===== src/include/rtcat_pkg.sv =====
// Purpose: Shared constants and types for the alarm and time-stamp block
// Assumes: Byte-wide register port, 40 MHz clock
// Notes:   Field index 0 is seconds, rising through minutes, hours, date, month, weekday
package rtcat_pkg;

    // Clock and pulse timing
    localparam int          CLK_NS          = 25;
    localparam int          PULSE_NS        = 500;
    localparam int          PULSE_CYC       = (PULSE_NS + CLK_NS - 1) / CLK_NS;
    localparam int          PULSE_W         = 5;

    // Register offsets
    localparam logic [7:0]  ADDR_STATUS     = 8'h07;
    localparam logic [7:0]  ADDR_INT_CTRL   = 8'h08;
    localparam logic [7:0]  ADDR_SUPPLY     = 8'h09;
    localparam logic [7:0]  ADDR_ALARM_BASE = 8'h10;
    localparam logic [7:0]  ADDR_STAMP_BASE = 8'h16;
    localparam int          N_ALARM         = 6;
    localparam int          N_STAMP         = 5;

    // Bit positions
    localparam int          BIT_ENABLE      = 7;
    localparam int          BIT_ALARM_FLAG  = 4;
    localparam int          BIT_AUTO_CLEAR  = 7;
    localparam int          BIT_PULSED      = 6;
    localparam int          BIT_STAMP_CLEAR = 7;
    localparam int          FO_LSB          = 0;
    localparam int          FO_W            = 4;

    // Reset values
    localparam logic [7:0]  ALARM_RST       = 8'h01;
    localparam logic [7:0]  STAMP_RST       = 8'h00;
    localparam logic [7:0]  ZERO_BYTE       = 8'h00;

    // Calendar and alarm bank, index 0 is seconds
    typedef logic [N_ALARM-1:0][7:0] rtcat_cal_t;
    typedef logic [N_STAMP-1:0][7:0] rtcat_stamp_t;

    // Byte register port from the serial interface
    typedef struct packed {
        logic       wr;
        logic       rd;
        logic [7:0] addr;
        logic [7:0] wdata;
    } rtcat_req_s;

    // Whole state of the block
    typedef struct packed {
        rtcat_cal_t         alarm;
        rtcat_stamp_t       stamp;
        logic               stamp_taken;
        logic               alarm_flag;
        logic               auto_clear_on_read;
        logic               im;
        logic [FO_W-1:0]    fo;
        logic [PULSE_W-1:0] pulse_cnt;
        logic               batt_prev;
        logic [7:0]         rdata;
    } rtcat_state_s;

endpackage : rtcat_pkg


===== src/hw/rtcat_alarm_stamp.sv =====
// Purpose: Alarm compare with open-drain interrupt pin, and first switchover time stamp
// Assumes: Calendar bytes are valid in the cycle that sec_tick pulses
// Notes:   Frequency synthesis lives elsewhere; only its waveform is steered onto the pin
//
// Behaviour
// - Alarm bytes use calendar formats for seconds, minutes, hours, date, month, weekday.
// - Top bit of each alarm byte enables that field's comparison.
// - Enabled alarm fields are compared as time advances; all matching triggers alarm.
// - Any non-empty set of fields may be enabled; match uses exactly that set.
// - No year alarm field; year never compared.
// - Single mode with frequency off: match sets alarm flag and pulls pin low.
// - Single mode with frequency off: pin stays low until alarm flag is cleared.
// - Pulsed mode with frequency off: pin pulses on every match.
// - Pulsed mode still sets alarm flag; clearing it is not needed.
// - With auto clear set, reading status clears the alarm flag.
// - Time stamp holds seconds through month in calendar formats.
// - Only first switchover to battery is stamped until the bank is cleared.
// - Writing one to stamp clear in supply control clears and re-arms stamp.
// - Stamp clear sets every stamp byte to zero.
`timescale 1ns/1ps
module rtcat_alarm_stamp (
    // Clock and reset
    input  wire logic                 clk,
    input  wire logic                 sys_rst,
    // Register port
    input  wire rtcat_pkg::rtcat_req_s reg_req,
    output logic [7:0]                reg_rdata,
    // Calendar
    input  wire logic                 sec_tick,
    input  wire rtcat_pkg::rtcat_cal_t cal_now,
    // Power source
    input  wire logic                 on_battery,
    // Frequency waveform from divider
    input  wire logic                 fout_wave,
    // Interrupt or clock pin, open drain
    input  wire logic                 irq_pin_in,
    output logic                      irq_pin_out,
    output logic                      irq_pin_oe
);

    rtcat_pkg::rtcat_state_s st_reg;
    rtcat_pkg::rtcat_state_s st_next;
    logic [rtcat_pkg::N_ALARM-1:0] field_ok;
    logic [rtcat_pkg::N_ALARM-1:0] field_en;
    logic                          any_en;
    logic                          hit;
    logic                          freq_on;
    logic                          batt_rise;
    logic                          stamp_clr;
    logic                          status_rd;

    // Offset decode shared by reads and writes of a bank
    function automatic logic in_bank(input logic [7:0] a, input logic [7:0] base,
                                     input int n);
        return (a >= base) && ({24'h0000_00, a} < ({24'h0000_00, base} + n[31:0]));
    endfunction : in_bank

    // Per-field compare; year has no alarm byte so it never takes part
    genvar gi;
    generate
        for (gi = 0; gi < rtcat_pkg::N_ALARM; gi++) begin : g_field
            assign field_en[gi] = st_reg.alarm[gi][rtcat_pkg::BIT_ENABLE];
            assign field_ok[gi] = !field_en[gi] ||
                (st_reg.alarm[gi][6:0] == cal_now[gi][6:0]);
        end
    endgenerate

    // Trigger needs at least one enabled field, and every enabled one matching
    assign any_en    = |field_en;
    assign hit       = sec_tick && any_en && (&field_ok);
    assign freq_on   = |st_reg.fo;
    assign batt_rise = on_battery && !st_reg.batt_prev;
    assign stamp_clr = reg_req.wr && (reg_req.addr == rtcat_pkg::ADDR_SUPPLY) &&
                       reg_req.wdata[rtcat_pkg::BIT_STAMP_CLEAR];
    assign status_rd = reg_req.rd && (reg_req.addr == rtcat_pkg::ADDR_STATUS);

    // Next-state logic
    always_comb begin
        st_next           = st_reg;
        st_next.batt_prev = on_battery;
        // Register writes
        if (reg_req.wr) begin
            if (in_bank(reg_req.addr, rtcat_pkg::ADDR_ALARM_BASE, rtcat_pkg::N_ALARM)) begin
                st_next.alarm[reg_req.addr - rtcat_pkg::ADDR_ALARM_BASE] = reg_req.wdata;
            end
            if (reg_req.addr == rtcat_pkg::ADDR_INT_CTRL) begin
                st_next.auto_clear_on_read = reg_req.wdata[rtcat_pkg::BIT_AUTO_CLEAR];
                st_next.im   = reg_req.wdata[rtcat_pkg::BIT_PULSED];
                st_next.fo   = reg_req.wdata[rtcat_pkg::FO_LSB +: rtcat_pkg::FO_W];
            end
            if ((reg_req.addr == rtcat_pkg::ADDR_STATUS) &&
                !reg_req.wdata[rtcat_pkg::BIT_ALARM_FLAG]) begin
                st_next.alarm_flag = 1'b0;
            end
        end
        // Read-side effect; the stamp clear bit reads back as zero
        if (reg_req.rd) begin
            st_next.rdata = rtcat_pkg::ZERO_BYTE;
            if (in_bank(reg_req.addr, rtcat_pkg::ADDR_ALARM_BASE, rtcat_pkg::N_ALARM)) begin
                st_next.rdata = st_reg.alarm[reg_req.addr - rtcat_pkg::ADDR_ALARM_BASE];
            end
            if (in_bank(reg_req.addr, rtcat_pkg::ADDR_STAMP_BASE, rtcat_pkg::N_STAMP)) begin
                st_next.rdata = st_reg.stamp[reg_req.addr - rtcat_pkg::ADDR_STAMP_BASE];
            end
            if (reg_req.addr == rtcat_pkg::ADDR_STATUS) begin
                st_next.rdata[rtcat_pkg::BIT_ALARM_FLAG] = st_reg.alarm_flag;
            end
            if (reg_req.addr == rtcat_pkg::ADDR_INT_CTRL) begin
                st_next.rdata[rtcat_pkg::BIT_AUTO_CLEAR] = st_reg.auto_clear_on_read;
                st_next.rdata[rtcat_pkg::BIT_PULSED]     = st_reg.im;
                st_next.rdata[rtcat_pkg::FO_LSB +: rtcat_pkg::FO_W] = st_reg.fo;
            end
        end
        if (status_rd && st_reg.auto_clear_on_read) begin
            st_next.alarm_flag = 1'b0;
        end
        // Pulse timer runs down after each pulsed-mode match
        if (st_reg.pulse_cnt != '0) begin
            st_next.pulse_cnt = st_reg.pulse_cnt - 1'b1;
        end
        // Match placed last so a trigger beats a same-cycle clear
        if (hit) begin
            st_next.alarm_flag = 1'b1;
            if (st_reg.im) begin
                st_next.pulse_cnt = rtcat_pkg::PULSE_W'(rtcat_pkg::PULSE_CYC);
            end
        end
        // Clear empties the bank and re-arms capture
        if (stamp_clr) begin
            st_next.stamp       = '0;
            st_next.stamp_taken = 1'b0;
        end
        // Capture after clear, so a switchover in the clear cycle is kept
        if (batt_rise && (!st_reg.stamp_taken || stamp_clr)) begin
            for (int i = 0; i < rtcat_pkg::N_STAMP; i++) begin
                st_next.stamp[i] = cal_now[i];
            end
            st_next.stamp_taken = 1'b1;
        end
    end

    // State register
    always_ff @(posedge clk) begin
        if (sys_rst) begin
            st_reg             <= '0;
            st_reg.alarm       <= {rtcat_pkg::N_ALARM{rtcat_pkg::ALARM_RST}};
            st_reg.stamp       <= {rtcat_pkg::N_STAMP{rtcat_pkg::STAMP_RST}};
        end else begin
            st_reg <= st_next;
        end
    end

    // Pin: frequency output owns it when selected, else alarm drives it low
    always_comb begin
        irq_pin_out = 1'b0;
        if (freq_on) begin
            irq_pin_oe = !fout_wave;
        end else if (st_reg.im) begin
            irq_pin_oe = (st_reg.pulse_cnt != '0);
        end else begin
            irq_pin_oe = st_reg.alarm_flag;
        end
    end

    assign reg_rdata = st_reg.rdata;

    // Pin readback is not needed; it only mirrors the bus level
    logic unused_pin;
    assign unused_pin = irq_pin_in;

    // Checks
    localparam int PW      = rtcat_pkg::PULSE_CYC;
    // Gap from the eighth counted cycle to the first cycle with the pin released
    localparam int PW_TAIL = rtcat_pkg::PULSE_CYC - 7;
    logic pulsed_cfg;
    logic flag_wr_clr;
    logic ctrl_wr;
    assign pulsed_cfg  = st_reg.im && !freq_on;
    // Host requests that may legally drop the flag or hand the pin elsewhere
    assign flag_wr_clr = reg_req.wr && (reg_req.addr == rtcat_pkg::ADDR_STATUS) &&
                         !reg_req.wdata[rtcat_pkg::BIT_ALARM_FLAG];
    assign ctrl_wr     = reg_req.wr && (reg_req.addr == rtcat_pkg::ADDR_INT_CTRL);

    // Single mode: once low, the pin stays low until a clear or a mode change is taken
    property p_single_low;
        @(posedge clk) disable iff (sys_rst)
        (st_reg.alarm_flag && !st_reg.im && !freq_on && !flag_wr_clr && !ctrl_wr &&
         !(status_rd && st_reg.auto_clear_on_read)) |=> irq_pin_oe;
    endproperty
    a_single_low: assert property (p_single_low) else $error("pin released while flag set");

    property p_hit_sets_flag;
        @(posedge clk) disable iff (sys_rst)
        hit |=> st_reg.alarm_flag;
    endproperty
    a_hit_sets_flag: assert property (p_hit_sets_flag) else $error("match lost flag");

    property p_pulse_width;
        @(posedge clk) disable iff (sys_rst)
        (hit && pulsed_cfg) |=> irq_pin_oe[*8] ##[PW_TAIL:PW_TAIL] (!irq_pin_oe || $past(hit));
    endproperty
    a_pulse_width: assert property (p_pulse_width) else $error("pulse width wrong");

    property p_pulse_each;
        @(posedge clk) disable iff (sys_rst)
        (hit && pulsed_cfg) |=> (st_reg.alarm_flag && st_reg.pulse_cnt == rtcat_pkg::PULSE_W'(PW));
    endproperty
    a_pulse_each: assert property (p_pulse_each) else $error("pulsed match missed");

    property p_no_enable_no_alarm;
        @(posedge clk) disable iff (sys_rst)
        (!any_en && !st_reg.alarm_flag) |=> !st_reg.alarm_flag;
    endproperty
    a_no_enable_no_alarm: assert property (p_no_enable_no_alarm)
        else $error("alarm with no field enabled");

    property p_auto_clear;
        @(posedge clk) disable iff (sys_rst)
        (status_rd && st_reg.auto_clear_on_read && !hit) |=> !st_reg.alarm_flag;
    endproperty
    a_auto_clear: assert property (p_auto_clear) else $error("read did not clear flag");

    property p_stamp_clear;
        @(posedge clk) disable iff (sys_rst)
        (stamp_clr && !batt_rise) |=> (st_reg.stamp == '0 && !st_reg.stamp_taken);
    endproperty
    a_stamp_clear: assert property (p_stamp_clear) else $error("stamp not cleared");

    property p_first_capture;
        @(posedge clk) disable iff (sys_rst)
        (batt_rise && !st_reg.stamp_taken) |=>
            (st_reg.stamp == $past(cal_now[rtcat_pkg::N_STAMP-1:0]) && st_reg.stamp_taken);
    endproperty
    a_first_capture: assert property (p_first_capture) else $error("capture wrong");

    property p_later_ignored;
        @(posedge clk) disable iff (sys_rst)
        (st_reg.stamp_taken && !stamp_clr) |=> $stable(st_reg.stamp);
    endproperty
    a_later_ignored: assert property (p_later_ignored) else $error("stamp overwritten");

    // A clearing write drops the flag unless a match lands in the same cycle
    property p_flag_write_clear;
        @(posedge clk) disable iff (sys_rst)
        (flag_wr_clr && !hit) |=> !st_reg.alarm_flag;
    endproperty
    a_flag_write_clear: assert property (p_flag_write_clear)
        else $error("write did not clear flag");

    // Without a calendar tick nothing may raise the flag
    property p_quiet_no_flag;
        @(posedge clk) disable iff (sys_rst)
        (!sec_tick && !st_reg.alarm_flag) |=> !st_reg.alarm_flag;
    endproperty
    a_quiet_no_flag: assert property (p_quiet_no_flag)
        else $error("flag set without tick");

    // The last counted pulse cycle is followed by a released pin
    property p_pulse_ends;
        @(posedge clk) disable iff (sys_rst)
        (pulsed_cfg && st_reg.pulse_cnt == rtcat_pkg::PULSE_W'(1) && !hit && !ctrl_wr) |=>
            !irq_pin_oe;
    endproperty
    a_pulse_ends: assert property (p_pulse_ends) else $error("pulse too long");

    // Control writes land whole in the mode bits
    property p_ctrl_write;
        @(posedge clk) disable iff (sys_rst)
        ctrl_wr |=> (st_reg.im == $past(reg_req.wdata[rtcat_pkg::BIT_PULSED]) &&
                     st_reg.fo == $past(reg_req.wdata[rtcat_pkg::FO_LSB +: rtcat_pkg::FO_W]));
    endproperty
    a_ctrl_write: assert property (p_ctrl_write) else $error("control write lost");

    // Read data stands until the next read is taken, so a slow host still sees it
    property p_rdata_hold;
        @(posedge clk) disable iff (sys_rst)
        !reg_req.rd |=> $stable(reg_rdata);
    endproperty
    a_rdata_hold: assert property (p_rdata_hold) else $error("read data moved");

    // Main scenarios the bench is expected to reach

    c_single: cover property (@(posedge clk) disable iff (sys_rst)
        hit && !st_reg.im ##1 irq_pin_oe);
    c_pulsed: cover property (@(posedge clk) disable iff (sys_rst)
        hit && pulsed_cfg ##1 irq_pin_oe[*8]);
    c_capture: cover property (@(posedge clk) disable iff (sys_rst)
        batt_rise && !st_reg.stamp_taken);
    c_rearm: cover property (@(posedge clk) disable iff (sys_rst)
        stamp_clr && st_reg.stamp_taken);
    c_auto_clear: cover property (@(posedge clk) disable iff (sys_rst)
        status_rd && st_reg.auto_clear_on_read && st_reg.alarm_flag);

endmodule : rtcat_alarm_stamp


===== config.mk =====
export PLATFORM = sky130hd
export DESIGN_NAME = rtcat_alarm_stamp
export DESIGN_NICKNAME = d
export VERILOG_FILES = /design/src/include/rtcat_pkg.sv /design/src/hw/rtcat_alarm_stamp.sv
export SDC_FILE = /design/constraint.sdc
export NUM_CORES = 1
export LEC_CHECK = 0
export ABC_AREA = 1
export BUFFER_PORTS_ARGS = -buffer_cell sky130_fd_sc_hd__clkbuf_2
export CORE_ASPECT_RATIO = 2
export CORE_MARGIN = 1
export CORE_UTILIZATION = 35
export CTS_BUF_LIST = sky130_fd_sc_hd__clkbuf_4 sky130_fd_sc_hd__clkbuf_8
export CTS_CLUSTER_DIAMETER = 120
export CTS_CLUSTER_SIZE = 24
export DETAILED_ROUTE_END_ITERATION = 7
export PLACE_DENSITY = 0.56
export SYNTH_ARGS = -nofsm -noshare
export SYNTH_HDL_FRONTEND = slang
export SYNTH_SLANG_ARGS = --single-unit

===== constraint.sdc =====
create_clock -name clk -period 2.6 [get_ports clk]
set_clock_uncertainty 0.15 [all_clocks]
set_input_delay 0.39 -clock clk [delete_from_list [all_inputs] [get_ports clk]]
set_output_delay 0.39 -clock clk [all_outputs]
set_load 0.01 [all_outputs]

==> flow_metrics.env <==
export IMPL_status="complete, no violations"
export IMPL_period_minus_slack_ps=2310
export IMPL_firstDrtPassIters=4
export IMPL_clk_pin_slew_ps=120
export IMPL_rsz0062_at_grt="false"
export IMPL_cts_buffers=9
export IMPL_fin_nets=982
export IMPL_hp_class="input pin to flip-flop"
export IMPL_grt_pass1_wl_mm=31.3
export IMPL_die_w_um=93.5
export IMPL_vias=5792
export IMPL_diodes=0
export IMPL_power_density_nw_per_um2=541
export IMPL_drt_wl_total_mm=20.5
export IMPL_htreeDepth=3
export IMPL_die_h_um=185
export IMPL_maxSlewViolCount=0
export IMPL_dieArea_um2=17300
export IMPL_period_share=0.887
export IMPL_crit_path_max_fanout=4
export IMPL_largest_reg_flops=96
export IMPL_ys_types=43
export IMPL_syn_num_nets=921
export IMPL_synth_edf_count=0
export IMPL_dp_slack_ps=210
export IMPL_tns_ps=0
export IMPL_critPathKind="flip-flop to primary output"
export IMPL_timing_rr_start="st_reg[82]"
export IMPL_grt_ovfl_total=0
export IMPL_multiInputGateArea_um2=3020
export IMPL_cts_sinks=110
export IMPL_synth_top_family_by_area="simple AND/OR/NAND/NOR gates"
export IMPL_grt_max_degree=56
export IMPL_syn2layout_area_growth_pct=12.6
export IMPL_drive_above_1_share=0.157
export IMPL_regArea_um2=2200
export IMPL_p_leak_nw=2.96
export IMPL_hpwl_mm=16.1
export IMPL_grt_use_total=0.249
export IMPL_maxCapViolations=0
export IMPL_clock_path_buffers=2
export IMPL_rr_endpoint="st_reg[12]"
export IMPL_final_hold_viol_count=0
export IMPL_syn_avg_cell_area_um2=6.94
export IMPL_core_area_um2=16400
export IMPL_post_drt_via_cell_ratio=5.20
export IMPL_grt_pass1_vias=5597
export IMPL_root_buffer="clkbuf_8"
export IMPL_ys_seq_area_frac=0.376
export IMPL_synth_cells=844
export IMPL_synth_compound_area_frac=0.196
export IMPL_final_cell_count_no_fill=1114
export IMPL_wl_per_cell_um=18.4
export IMPL_finalSetupViolations=0
export IMPL_synth_fa_ha_area_frac=0.0107
export IMPL_rows=66
export IMPL_antenna_found_initial=0
export IMPL_yosys_area_share_simple=0.276
export IMPL_utilization=0.404
export IMPL_drt_iter0_markers=331
export IMPL_cts_tree="yes"
export IMPL_grtUsageMet2=0.465
export IMPL_r2r_slack_ps=830
export IMPL_fmax_mhz=434
export IMPL_tightestPinTransition_ps=655
export IMPL_cts_hold_buf=0
export IMPL_clk_insertion_delay_late_ps=400
export IMPL_cts_resized=0
export IMPL_reg2reg_depth=11
export IMPL_grt_busiest_layer="met2"
export IMPL_hp_start="on_battery"
export IMPL_crit_required_ps=2060
export IMPL_cp_arrival_ps=1770
export IMPL_initial_core_util=0.358
export IMPL_synth_main_ff_cell="dfxtp_1"
export IMPL_n_fill_cell=1798
export IMPL_dp_cells=1098
export IMPL_synthXorXnorAreaFrac=0.0314
export IMPL_ys_ff_latch=110
export IMPL_synthArstFlopShare=0
export IMPL_grt_util_met1=0.247
export IMPL_globalplace_congestion=0.951
export IMPL_ant_nets=0
export IMPL_setup_ws_ps=295
export IMPL_start_kind="flip-flop"
export IMPL_drc=0
export IMPL_io_pins=82
export IMPL_ir_worst_vdd_mv=0.217
export IMPL_synth_warnings=0
export IMPL_synth_area_mux_share=0
export IMPL_gr_usage_met3=0.0279
export IMPL_hold_depth=3
export IMPL_postCtsSetupBuffers=0
export IMPL_worst_setup_path_end_kind="primary output"
export IMPL_netlist_area_um2=5860
export IMPL_portBuffers=78
export IMPL_slew_limit_headroom=0.564
export IMPL_hold_end="st_reg[8]"
placed cells by master, fill, tap and decap left out, types with 2 or more instances in the layout:
cell      Yosys  routed
clkinv_2      1       2
a22oi_1       4       4
inv_6         1       2
o21ai_0      74      74
clkbuf_8      0      10
inv_1        94      94
nor2_2        4       5
nand3_1      87      87
o22ai_1      24      24
nor3_4        3       3
nand4_1      12      12
o21ai_1       4       4
xnor2_1      15      15
dfxtp_1     110     110
nand2_4       2       2
nand4_4       4       4
xor2_1        6       6
nand2_2       3       3
nand2_1     154     154
o211ai_1      4       4
nor2_1       66      65
a21oi_1      93      93
a31oi_1       2       2
clkbuf_2      0      78
ha_1          5       5
clkinv_4      0       2
inv_2        10      10
nor3_1        3       3
o221ai_1      3       3
buf_4        10      16
per-layer routing:
layer / vias to the layer above / part of all wire
li1: 2916 / -
met1: 2668 / 0.36
met2: 145 / 0.54
met3: 63 / 0.026
met4: 0 / 0.073
met5: - / 0
cell usage after synthesis, types with 2 or more instances:
library cell	n	area [um2]
a21oi_1	93	465
a22oi_1	4	30.0
a31oi_1	2	12.5
buf_1	3	11.3
buf_2	8	40.0
buf_4	10	75.1
buf_6	3	33.8
clkbuf_1	20	75.1
dfxtp_1	110	2200
ha_1	5	62.6
inv_1	94	353
inv_2	10	37.5
nand2_1	154	578
nand2_2	3	18.8
nand2_4	2	22.5
nand3_1	87	435
nand4_1	12	75.1
nand4_4	4	85.1
nor2_1	66	248
nor2_2	4	25.0
nor3_1	3	15.0
nor3_4	3	48.8
o211ai_1	4	30.0
o21ai_0	74	370
o21ai_1	4	20.0
o221ai_1	3	26.3
o22ai_1	24	150
xnor2_1	15	131
xor2_1	6	52.6
where the power goes:
group	switching [mW]	internal [mW]
logic	0.417	0.226
registers	0.0462	1.76
clock network	0.649	0.478
through the flow:
| step | hold slack, ps | total power [mW] | cell area (um2) |
|---|---|---|---|
| after floorplan | 294 | 2.25 | 5860 |
| after global placement | 305 | 2.49 | 6390 |
| after detailed placement | 304 | 2.49 | 6390 |
| after CTS | 42.2 | 3.60 | 6600 |
| after global routing | 92.0 | 3.75 | 6600 |
| final | 57.7 | 3.57 | 6600 |
critical path: stages (launching register included):
cell and delay [ps]:
dfxtp_1 340, inv_1 70, ha_1 190, nand2_1 80, nor2_1 260, nand2_1 90, o211ai_1 100, o21ai_0 100
clkbuf_2 140
how the worst max path moves through the flow:
stage / depth (start not counted) / from / slack [ps] / to
6_report: 8 / st_reg[9] / 290 / irq_pin_oe
4_1_cts: 8 / st_reg[9] / 230 / irq_pin_oe
5_1_grt: 8 / st_reg[9] / 100 / irq_pin_oe
3_5_place_dp: 11 / reg_req[10] / 210 / reg_rdata[2]
3_3_place_gp: 11 / reg_req[10] / 220 / reg_rdata[2]
2_1_floorplan: 10 / reg_req[10] / 640 / reg_rdata[7]
final cells by class:
type                    instances  area share
inverters                     107      0.0618
multi-input cells             583       0.457
repair buffers                 94      0.0774
flip-flops and latches        110       0.334
clock buffers                  10      0.0209
well taps                     204      0.0387
clock inverters                 6      0.0104
logic make-up (layout without fill, tap and decap cells):
group           count (synthesis)  count (layout)
other cells                     1               1
simple gates                  343             343
flops                         110             110
buf+inv                       151             217
xor+xnor                       21              21
compound gates                213             213
fa+ha+maj                       5               5
No activity file was read; power rests on OpenSTA's default activity.
